[src/verilog/ecm_pkg.sv]
// constants and types shared by the compare-match channel array
package ecm_pkg;
	// ****************************************
	// array shape
	// ****************************************
	localparam int ECM_NUM_CHAN = 8;
	localparam int ECM_NUM_TIMER = 2;
	localparam int ECM_TIMER_W = 16;
	localparam int ECM_UPPER_FIRST = 4;
	localparam int ECM_UPPER_LAST = 7;
	localparam logic [ECM_TIMER_W-1:0] ECM_CAP_RST = 16'h0000;

	// ****************************************
	// die variants
	// ****************************************
	typedef enum logic [1:0] {
		ECM_FULL,
		ECM_PINS_INTERNAL,
		ECM_PINS_REMOVED,
		ECM_CAN
	} ecm_variant_t;
endpackage : ecm_pkg

[src/verilog/ecm_chan_if.sv]
// signal bundle between the array top and one channel
`timescale 1ns/10ps
`default_nettype none
interface ecm_chan_if #(parameter int TW = 16);
	logic en;
	logic cap_mode;
	logic [TW-1:0] cmp_val;
	logic [TW-1:0] tmr_val;
	logic step;
	logic cap_edge;
	logic cap_allowed;
	logic match;
	logic cap_evt;
	logic [TW-1:0] cap_val;

	modport mp_top (
		output en, cap_mode, cmp_val, tmr_val, step, cap_edge, cap_allowed,
		input match, cap_evt, cap_val
	);
	modport mp_chan (
		input en, cap_mode, cmp_val, tmr_val, step, cap_edge, cap_allowed,
		output match, cap_evt, cap_val
	);
endinterface : ecm_chan_if
`default_nettype wire

[src/verilog/ecm_channel.sv]
// one compare/capture channel
`timescale 1ns/10ps
`default_nettype none
module ecm_channel
	import ecm_pkg::*;
(
	// clock and reset
	input wire logic clk,
	input wire logic rst,
	// link to array top
	ecm_chan_if.mp_chan ch
);
	logic match_ff;
	logic cap_evt_ff;
	logic [$bits(ch.cap_val)-1:0] cap_val_ff;

	// ****************************************
	// compare and capture
	// ****************************************
	// only a count step is looked at, so loads and clears never match
	wire hit = ch.en & ~ch.cap_mode & ch.step & (ch.tmr_val == ch.cmp_val);
	wire cap_take = ch.en & ch.cap_mode & ch.cap_allowed & ch.cap_edge;

	always_ff @(posedge clk) begin
		if (rst) begin
			match_ff <= 1'b0;
			cap_evt_ff <= 1'b0;
			cap_val_ff <= ECM_CAP_RST;
		end else begin
			match_ff <= hit;
			cap_evt_ff <= cap_take;
			if (cap_take) begin
				cap_val_ff <= ch.tmr_val;
			end
		end
	end

	assign ch.match = match_ff;
	assign ch.cap_evt = cap_evt_ff;
	assign ch.cap_val = cap_val_ff;
endmodule : ecm_channel
`default_nettype wire

[src/verilog/ecm_top.sv]
// compare-match channel array with timer, converter and pin actions
`timescale 1ns/10ps
`default_nettype none
// Summary of operation
// - upper channels four to seven always present
// - pinless channels keep timer, converter, reset actions
// - internal-pin variant still toggles pin internally
// - pin-removed variant: upper channels drive no pins
// - CAN variant: upper channels compare only
// - match only when timer counts into value
// - loading timer to compare value gives nothing
// - clearing timer to zero gives nothing
module ecm_top
	import ecm_pkg::*;
#(
	parameter int NUM_CHAN = ECM_NUM_CHAN,
	parameter int TW = ECM_TIMER_W,
	parameter ecm_variant_t VARIANT = ECM_FULL
)(
	// clock and reset
	input wire logic clk,
	input wire logic rst,
	// timers: value is the value after this cycle's event
	input wire logic [ECM_NUM_TIMER*TW-1:0] tmr_val,
	input wire logic [ECM_NUM_TIMER-1:0] tmr_cnt_stb,
	input wire logic [ECM_NUM_TIMER-1:0] tmr_load_stb,
	input wire logic [ECM_NUM_TIMER-1:0] tmr_clr_stb,
	// channel configuration
	input wire logic [NUM_CHAN-1:0] ch_en,
	input wire logic [NUM_CHAN-1:0] ch_cap_mode,
	input wire logic [NUM_CHAN-1:0] ch_tsel,
	input wire logic [NUM_CHAN*TW-1:0] ch_cmp,
	input wire logic [NUM_CHAN-1:0] act_swt,
	input wire logic [NUM_CHAN-1:0] act_adc,
	input wire logic [NUM_CHAN-1:0] act_rst,
	input wire logic [NUM_CHAN-1:0] act_rst_tsel,
	input wire logic [NUM_CHAN-1:0] act_tog,
	// capture pins, asynchronous
	input wire logic [NUM_CHAN-1:0] cap_pin,
	// events and pins
	output logic [NUM_CHAN-1:0] match_ff,
	output logic [NUM_CHAN-1:0] swt_evt_ff,
	output logic adc_start_ff,
	output logic [ECM_NUM_TIMER-1:0] tmr_rst_ff,
	output logic [NUM_CHAN-1:0] pin_ff,
	output logic [NUM_CHAN-1:0] cap_evt_ff,
	output logic [NUM_CHAN*TW-1:0] cap_val_ff
);
	// ****************************************
	// elaboration checks
	// ****************************************
	// channel count is fixed by the upper range and the pin map
	if (NUM_CHAN != ECM_NUM_CHAN) begin : g_bad_chan
		$error("channel count must be eight");
	end
	if (TW < 2) begin : g_bad_tw
		$error("timer width too small");
	end
	// the channel resets its capture register from a timer-width constant
	if (TW != ECM_TIMER_W) begin : g_bad_tw_match
		$error("timer width must match the timer pair");
	end
	// timer pick and reset routing assume a pair of timers
	if (ECM_NUM_TIMER != 2) begin : g_bad_tmr
		$error("exactly two timers are supported");
	end
	// pinless behaviour only makes sense inside the array
	if (ECM_UPPER_FIRST > ECM_UPPER_LAST || ECM_UPPER_LAST >= NUM_CHAN) begin : g_bad_upper
		$error("upper channel range outside the array");
	end

	function automatic logic is_upper(input int idx);
		return (idx >= ECM_UPPER_FIRST) && (idx <= ECM_UPPER_LAST);
	endfunction : is_upper

	function automatic logic [TW-1:0] tmr_pick(input logic sel, input logic [ECM_NUM_TIMER*TW-1:0] v);
		return sel ? v[2*TW-1:TW] : v[TW-1:0];
	endfunction : tmr_pick

	// a reset action goes to the timer named by that channel's reset select
	function automatic logic rst_hits(input logic [NUM_CHAN-1:0] req, input logic [NUM_CHAN-1:0] tsel,
		input logic t);
		return |(req & (t ? tsel : ~tsel));
	endfunction : rst_hits

	// ****************************************
	// die variant decode
	// ****************************************
	// only the optimized die lost the upper pin logic
	localparam logic UPPER_PINS_GONE = (VARIANT == ECM_PINS_REMOVED);
	// upper capture needs a pin path that these dies lack
	localparam logic UPPER_CAP_GONE = (VARIANT == ECM_CAN) || (VARIANT == ECM_PINS_REMOVED);

	// ****************************************
	// capture pin synchronisers
	// ****************************************
	logic [NUM_CHAN-1:0] cap_s1_ff;
	logic [NUM_CHAN-1:0] cap_s2_ff;
	logic [NUM_CHAN-1:0] cap_s3_ff;

	always_ff @(posedge clk) begin
		if (rst) begin
			cap_s1_ff <= '0;
			cap_s2_ff <= '0;
			cap_s3_ff <= '0;
		end else begin
			cap_s1_ff <= cap_pin;
			cap_s2_ff <= cap_s1_ff;
			cap_s3_ff <= cap_s2_ff;
		end
	end

	// third flop only remembers the last level; logic reads the second
	wire [NUM_CHAN-1:0] cap_rise = cap_s2_ff & ~cap_s3_ff;

	// ****************************************
	// timer step qualification
	// ****************************************
	// a load or clear in the same cycle wins over the count
	wire [ECM_NUM_TIMER-1:0] tmr_step = tmr_cnt_stb & ~tmr_load_stb & ~tmr_clr_stb;

	// ****************************************
	// channel array
	// ****************************************
	wire [NUM_CHAN-1:0] ch_match;
	wire [NUM_CHAN-1:0] ch_cap_evt;
	wire [NUM_CHAN*TW-1:0] ch_cap_val;
	wire [NUM_CHAN-1:0] pin_kept;

	for (genvar i = 0; i < NUM_CHAN; i++) begin : g_ch
		ecm_chan_if #(.TW(TW)) ch_if ();
		// every channel is built, pins or not
		ecm_channel u_chan (
			.clk(clk),
			.rst(rst),
			.ch(ch_if.mp_chan)
		);
		// capture needs a bonded pin; the CAN and pin-removed dies have none upstairs
		localparam logic CAP_OK = !(is_upper(i) && UPPER_CAP_GONE);
		// pin logic exists unless the optimized die dropped it
		assign pin_kept[i] = !(is_upper(i) && UPPER_PINS_GONE);
		assign ch_if.en = ch_en[i];
		assign ch_if.cap_mode = ch_cap_mode[i];
		assign ch_if.cmp_val = ch_cmp[i*TW +: TW];
		assign ch_if.tmr_val = tmr_pick(ch_tsel[i], tmr_val);
		// the timer select also picks which strobe counts as a step
		assign ch_if.step = tmr_step[ch_tsel[i]];
		assign ch_if.cap_edge = cap_rise[i];
		assign ch_if.cap_allowed = CAP_OK;
		assign ch_match[i] = ch_if.match;
		assign ch_cap_evt[i] = ch_if.cap_evt;
		assign ch_cap_val[i*TW +: TW] = ch_if.cap_val;
	end

	// ****************************************
	// match actions
	// ****************************************
	wire [NUM_CHAN-1:0] nxt_swt = ch_match & act_swt;
	wire nxt_adc = |(ch_match & act_adc);

	// ****************************************
	// timer reset routing
	// ****************************************
	wire [NUM_CHAN-1:0] rst_req = ch_match & act_rst;
	// hazard: a software write racing this reset is undefined upstream
	wire [ECM_NUM_TIMER-1:0] nxt_tmr_rst = {rst_hits(rst_req, act_rst_tsel, 1'b1),
		rst_hits(rst_req, act_rst_tsel, 1'b0)};
	wire [NUM_CHAN-1:0] nxt_pin = (pin_ff ^ (ch_match & act_tog)) & pin_kept;

	// ****************************************
	// match event registers
	// ****************************************
	// one-cycle pulses: a channel never matches on two steps in a row
	always_ff @(posedge clk) begin
		if (rst) begin
			match_ff <= '0;
			swt_evt_ff <= '0;
		end else begin
			match_ff <= ch_match;
			swt_evt_ff <= nxt_swt;
		end
	end

	// ****************************************
	// converter start and timer reset requests
	// ****************************************
	// both are wide ORs, so a register keeps them off the compare path
	always_ff @(posedge clk) begin
		if (rst) begin
			adc_start_ff <= 1'b0;
			tmr_rst_ff <= '0;
		end else begin
			adc_start_ff <= nxt_adc;
			tmr_rst_ff <= nxt_tmr_rst;
		end
	end

	// ****************************************
	// port pin state
	// ****************************************
	// removed pins stay low here; their read-back is handled outside
	always_ff @(posedge clk) begin
		if (rst) begin
			pin_ff <= '0;
		end else begin
			pin_ff <= nxt_pin;
		end
	end

	// ****************************************
	// capture results
	// ****************************************
	// the value holds because each channel only updates it on a capture
	always_ff @(posedge clk) begin
		if (rst) begin
			cap_evt_ff <= '0;
			cap_val_ff <= '0;
		end else begin
			cap_evt_ff <= ch_cap_evt;
			cap_val_ff <= ch_cap_val;
		end
	end
endmodule : ecm_top
`default_nettype wire
[config.mk]
export PLATFORM = sky130hd
export DESIGN_NAME = ecm_top
export DESIGN_NICKNAME = d
export VERILOG_FILES = /design/src/verilog/ecm_pkg.sv /design/src/verilog/ecm_chan_if.sv /design/src/verilog/ecm_channel.sv /design/src/verilog/ecm_top.sv
export SDC_FILE = /design/constraint.sdc
export NUM_CORES = 1
export LEC_CHECK = 0
export BUFFER_PORTS_ARGS = -buffer_cell sky130_fd_sc_hd__buf_4
export CORE_UTILIZATION = 58
export CTS_BUF_LIST = sky130_fd_sc_hd__clkbuf_8
export DETAILED_ROUTE_END_ITERATION = 8
export PLACE_DENSITY = 0.95
export SLEW_MARGIN = 5
export SYNTH_ARGS = -nofsm -noshare
export SYNTH_HDL_FRONTEND = slang
export SYNTH_HIERARCHICAL = 1
export SYNTH_SLANG_ARGS = --single-unit
[constraint.sdc]
create_clock -name clk -period 4.75 [get_ports clk]
set_input_delay 0.95 -clock clk [delete_from_list [all_inputs] [get_ports clk]]
set_output_delay 0.95 -clock clk [all_outputs]
set_load 0.005 [all_outputs]
==> tab_implementation.tex <==
\begin{tabular}{lr}
\hline
Metric & Value \\
\hline
\multicolumn{2}{l}{\textbf{GRT}} \\
\quad Pin count of the biggest net entering global routing & 177 \\
\quad Vias in the first global route & around 12000 \\
\quad GRT Overall Usage & approximately 38\% \\
\quad Layer carrying the most global-route usage & met2 \\
\quad Met2 global-route usage & a little under two thirds \\
\quad Grt total ovfl & 0 \\
\quad Number of antenna violations at the first check in global routing & 5 \\
\quad GR Layer Usage met3 & under 10\% \\
\quad Wire length of the first global-routing pass & approximately 68000 um \\
\quad M1 GR Usage & between 40\% and 50\% \\
\multicolumn{2}{l}{\textbf{Die}} \\
\quad Die width & between 150 and 200 um \\
\quad Core ar. & between 20000 and 25000 um\^{}2 \\
\quad Site Rows & between 50 and 60 \\
\quad Die height & between 150 and 200 um \\
\quad Number of primary I/O pins & around 400 \\
\quad Starting utilization of the core area & between 50\% and 60\% \\
\quad DIE AREA & 24000 um\^{}2 \\
\multicolumn{2}{l}{\textbf{Placed design}} \\
\quad Total half-perimeter wirelength after legalization and detailed placement & 31700 um \\
\quad Post-placement worst setup slack & between 1.5 and 2 ns \\
\quad Gp weighted congestion & 0.936 \\
\quad Port Buf Inserts & roughly 400 \\
\multicolumn{2}{l}{\textbf{Timing}} \\
\quad Relative slew margins & 20.7\% \\
\quad Timing-limited maximum frequency & about 430 MHz \\
\quad Worst Skew & roughly 0.013 ns \\
\quad Part of the cycle the worst path needs & about 49\% \\
\quad Worst setup margin & around 2.4 ns \\
\quad Worst Hold Margin & $\sim$0.43 ns \\
\quad Number of hold violations in the final report & 0 \\
\quad Slew at the pin with the worst max-slew slack & $\sim$1.2 ns \\
\quad Setup repair after global routing missed its margin & no \\
\quad Sum of negative setup slack & 0 ns \\
\quad Post-layout minimum cycle time & roughly 2.3 ns \\
\quad Final setup violation count & 0 \\
\quad Number of max-slew violations in the final report & 0 \\
\multicolumn{2}{l}{\textbf{Synth}} \\
\quad Compound-gate portion of the synthesized area & between 5 and 6\% \\
\quad Cell count after synthesis & between 1000 and 1500 \\
\quad Proportion of synthesized area in mux cells & a little over a tenth \\
\quad Post-Synthesis Cell Area & 13600 um\^{}2 \\
\quad EDFF count, synth & 0 \\
\quad Predominant post-synthesis flop cell & dfxtp\_1 \\
\quad Count of distinct cell types in the synthesized netlist & 27 \\
\quad Main combinational cell family by area after synthesis & simple AND/OR/NAND/NOR gates \\
\quad Sequential share of the synthesized area & 48.9\% \\
\quad Synthesis warning total & 6 \\
\quad \#FFs+latches synth & roughly 330 \\
\quad Mean area per synthesized cell & around 9.8 um\^{}2 \\
\quad Synth Area in Adders & 0\% \\
\quad Xor and xnor area share after synthesis & just under 9\% \\
\quad Asr flop ratio synth & 0\% \\
\quad Share of synthesized cell area in and, or, nand and nor gates & between 20 and 25\% \\
\multicolumn{2}{l}{\textbf{Setup path}} \\
\quad Arrival @ worst endpoint & about 2.8 ns \\
\quad Flop2flop setup slack & roughly 2.9 ns \\
\quad Top Family by Delay on Critical Path & simple AND/OR/NAND/NOR gates \\
\quad Cell at the slowest stage of the critical path & nor3b\_2 \\
\quad CP peak stage delay & 0.94 ns \\
\quad Critical path buffer and inverter count & 1 \\
\quad Cells traversed along the worst timing path & buf\_4 > nor3b\_2 > nand2\_1 > o21ai\_0 > nand4bb\_1 > nor2\_1 > nand4\_1 > nor4\_2 \\
\quad Largest fanout on the critical path & 8 \\
\quad Kind of launch point of the worst setup path & input pin \\
\quad Kind of end point of the critical path & flip-flop \\
\quad Category of the critical setup timing path & in -> reg \\
\quad Critical path data required time & about 5.2 ns \\
\multicolumn{2}{l}{\textbf{Drt}} \\
\quad Total wirelength of the detailed-routed design & around 47000 um \\
\quad Total DRC errors in the routed layout & 0 \\
\quad Average detailed-routed wire length per instance & approximately 22 um \\
\quad Count of vias placed by the detailed router & around 12000 \\
\quad Number of routed nets with antenna violations & 0 \\
\quad Average vias per placed instance & 5.54 \\
\quad Pre-antenna DRT Iters & 5 \\
\quad Iteration-0 DRC count of the detailed router & approximately 940 \\
\multicolumn{2}{l}{\textbf{Status}} \\
\quad Outcome & finished, final reports clean \\
\multicolumn{2}{l}{\textbf{Pwr}} \\
\quad Peak supply drop & between 0.3 and 0.4 mV \\
\quad Leakage power figure & 7.35 nW \\
\quad Power density cells & 333 nW/um\^{}2 \\
\multicolumn{2}{l}{\textbf{Clocking}} \\
\quad Clock tree sinks & $\sim$330 \\
\quad Post-cts hold buffer count & 0 \\
\quad Clock latency on the worst-skew pair & approximately 0.57 ns \\
\quad CTS max path bufs & 3 \\
\quad Clock buffer count from CTS & 50 \\
\quad CTS H-Tree Depth & 2 \\
\quad Clock-pin slew of the registers on the worst-case setup and hold paths & 0.07 ns \\
\quad Post-cts gate resize count & 0 \\
\quad Clock root buffer master & clkbuf\_8 \\
\quad Setup fix buffers added after clock tree synthesis & 0 \\
\quad CTS tree & yes \\
\multicolumn{2}{l}{\textbf{Flow run}} \\
\quad Count of maximum capacitance violations & 0 \\
\multicolumn{2}{l}{\textbf{Final layout}} \\
\quad Share of the core filled with cells & 77.5\% \\
\quad Synthesis-to-layout area growth & 30.2\% \\
\quad Total number of nets in the final design & 2020 \\
\quad Share of post-route cells with drive strength above 1 & about a third \\
\multicolumn{2}{l}{\textbf{Hold path}} \\
\quad Worst min-delay path class & reg -> reg \\
\hline
\end{tabular}
report_power, final:
part           internal (mW)  switching, mW
logic                  0.305          0.363
registers               2.80        0.00822
clock network           1.31           1.10
total                   4.41           1.48
placed cells by master, fill, tap and decap left out:
master	count
nor2b_1	172
buf_12	2
and2_1	8
clkinv_2	5
nand2_1	281
o22ai_1	4
conb_1	16
mux2_2	128
bufinv_16	2
buf_4	403
a22oi_1	4
clkinvlp_4	4
clkbuf_8	63
a31oi_1	4
and4_1	8
nor3b_2	1
a21oi_1	128
diode_2	5
and2b_1	4
o21ai_0	8
dfxtp_1	331
nor2_1	25
nor4_2	32
buf_8	1
a41oi_1	2
o41a_1	1
nand4bb_1	8
xor2_1	136
inv_1	16
and3_1	4
inv_6	1
nand4_1	16
cell usage after synthesis (all sizes together) (8+ instances only):
master | number | area share [%]
dfxtp | 331 | 49
nand2 | 281 | 7.8
nor2b | 172 | 7.9
xor2 | 136 | 8.8
a21oi | 128 | 4.7
mux2 | 128 | 11
buf | 66 | 3.4
nor4 | 32 | 3.0
nor2 | 25 | 0.69
nand4 | 16 | 0.74
clkbuf | 9 | 0.25
and2 | 8 | 0.37
and4 | 8 | 0.52
nand4bb | 8 | 0.66
o21ai | 8 | 0.30
flip-flops by register name, indices dropped and copies added (netlist names):
signal and cells:
cap_val_ff 128, g_ch.u_chan/ch.cap_val 128, cap_evt_ff 8, cap_s1_ff 8, cap_s2_ff 8, cap_s3_ff 8
g_ch.u_chan/ch.cap_evt 8, g_ch.u_chan/ch.match 8, match_ff 8, pin_ff 8, swt_evt_ff 8, tmr_rst_ff 2
adc_start_ff 1
per-stage QoR:
step	cells	cell area [um^2]	total power [mW]
after detailed placement	2041	16600	3.51
after global routing	2135	17600	6.05
after floorplan	1397	13600	3.21
after CTS	2131	17600	5.88
after global placement	2041	16600	3.50
final	2136	17600	5.88
logic make-up after synthesis:
kind of cell / after synthesis
and+or+nand+nor: 559
DFF: 331
AOI/OAI and AO/OA: 151
xor gates and xnor gates: 136
muxes: 128
buffers and inverters: 76
other: 1
routing by layer:
| metal | part of all wire, % | routed length (um) |
|---|---|---|
| met1 | 36 | 16700 |
| met2 | 47 | 22100 |
| met3 | 9.4 | 4390 |
| met4 | 7.8 | 3650 |
| met5 | 0.036 | 17 |
worst paths after layout:
check	startpoint	end	depth (start not counted)
max	tmr_load_stb[1]	g_ch[6].u_chan/ch.match	8
min	cap_s1_ff[3]	cap_s2_ff[3]	1
max reg2reg	cap_s2_ff[1]	g_ch[1].u_chan/ch.cap_val[3]	4
min reg2reg	cap_s1_ff[3]	cap_s2_ff[3]	1
final cells by class:
| type | instances | area, um^2 |
|---|---|---|
| clock buffers | 63 | 867 |
| diodes | 5 | 12.5 |
| well taps | 313 | 392 |
| fillers | 1393 | 5130 |
| flip-flops and latches | 331 | 6630 |
| repair buffers | 406 | 3080 |
| clock inverters | 27 | 180 |
| inverters | 1 | 3.75 |
| multi-input cells | 990 | 6480 |
Power figures use the tool's default switching activity.
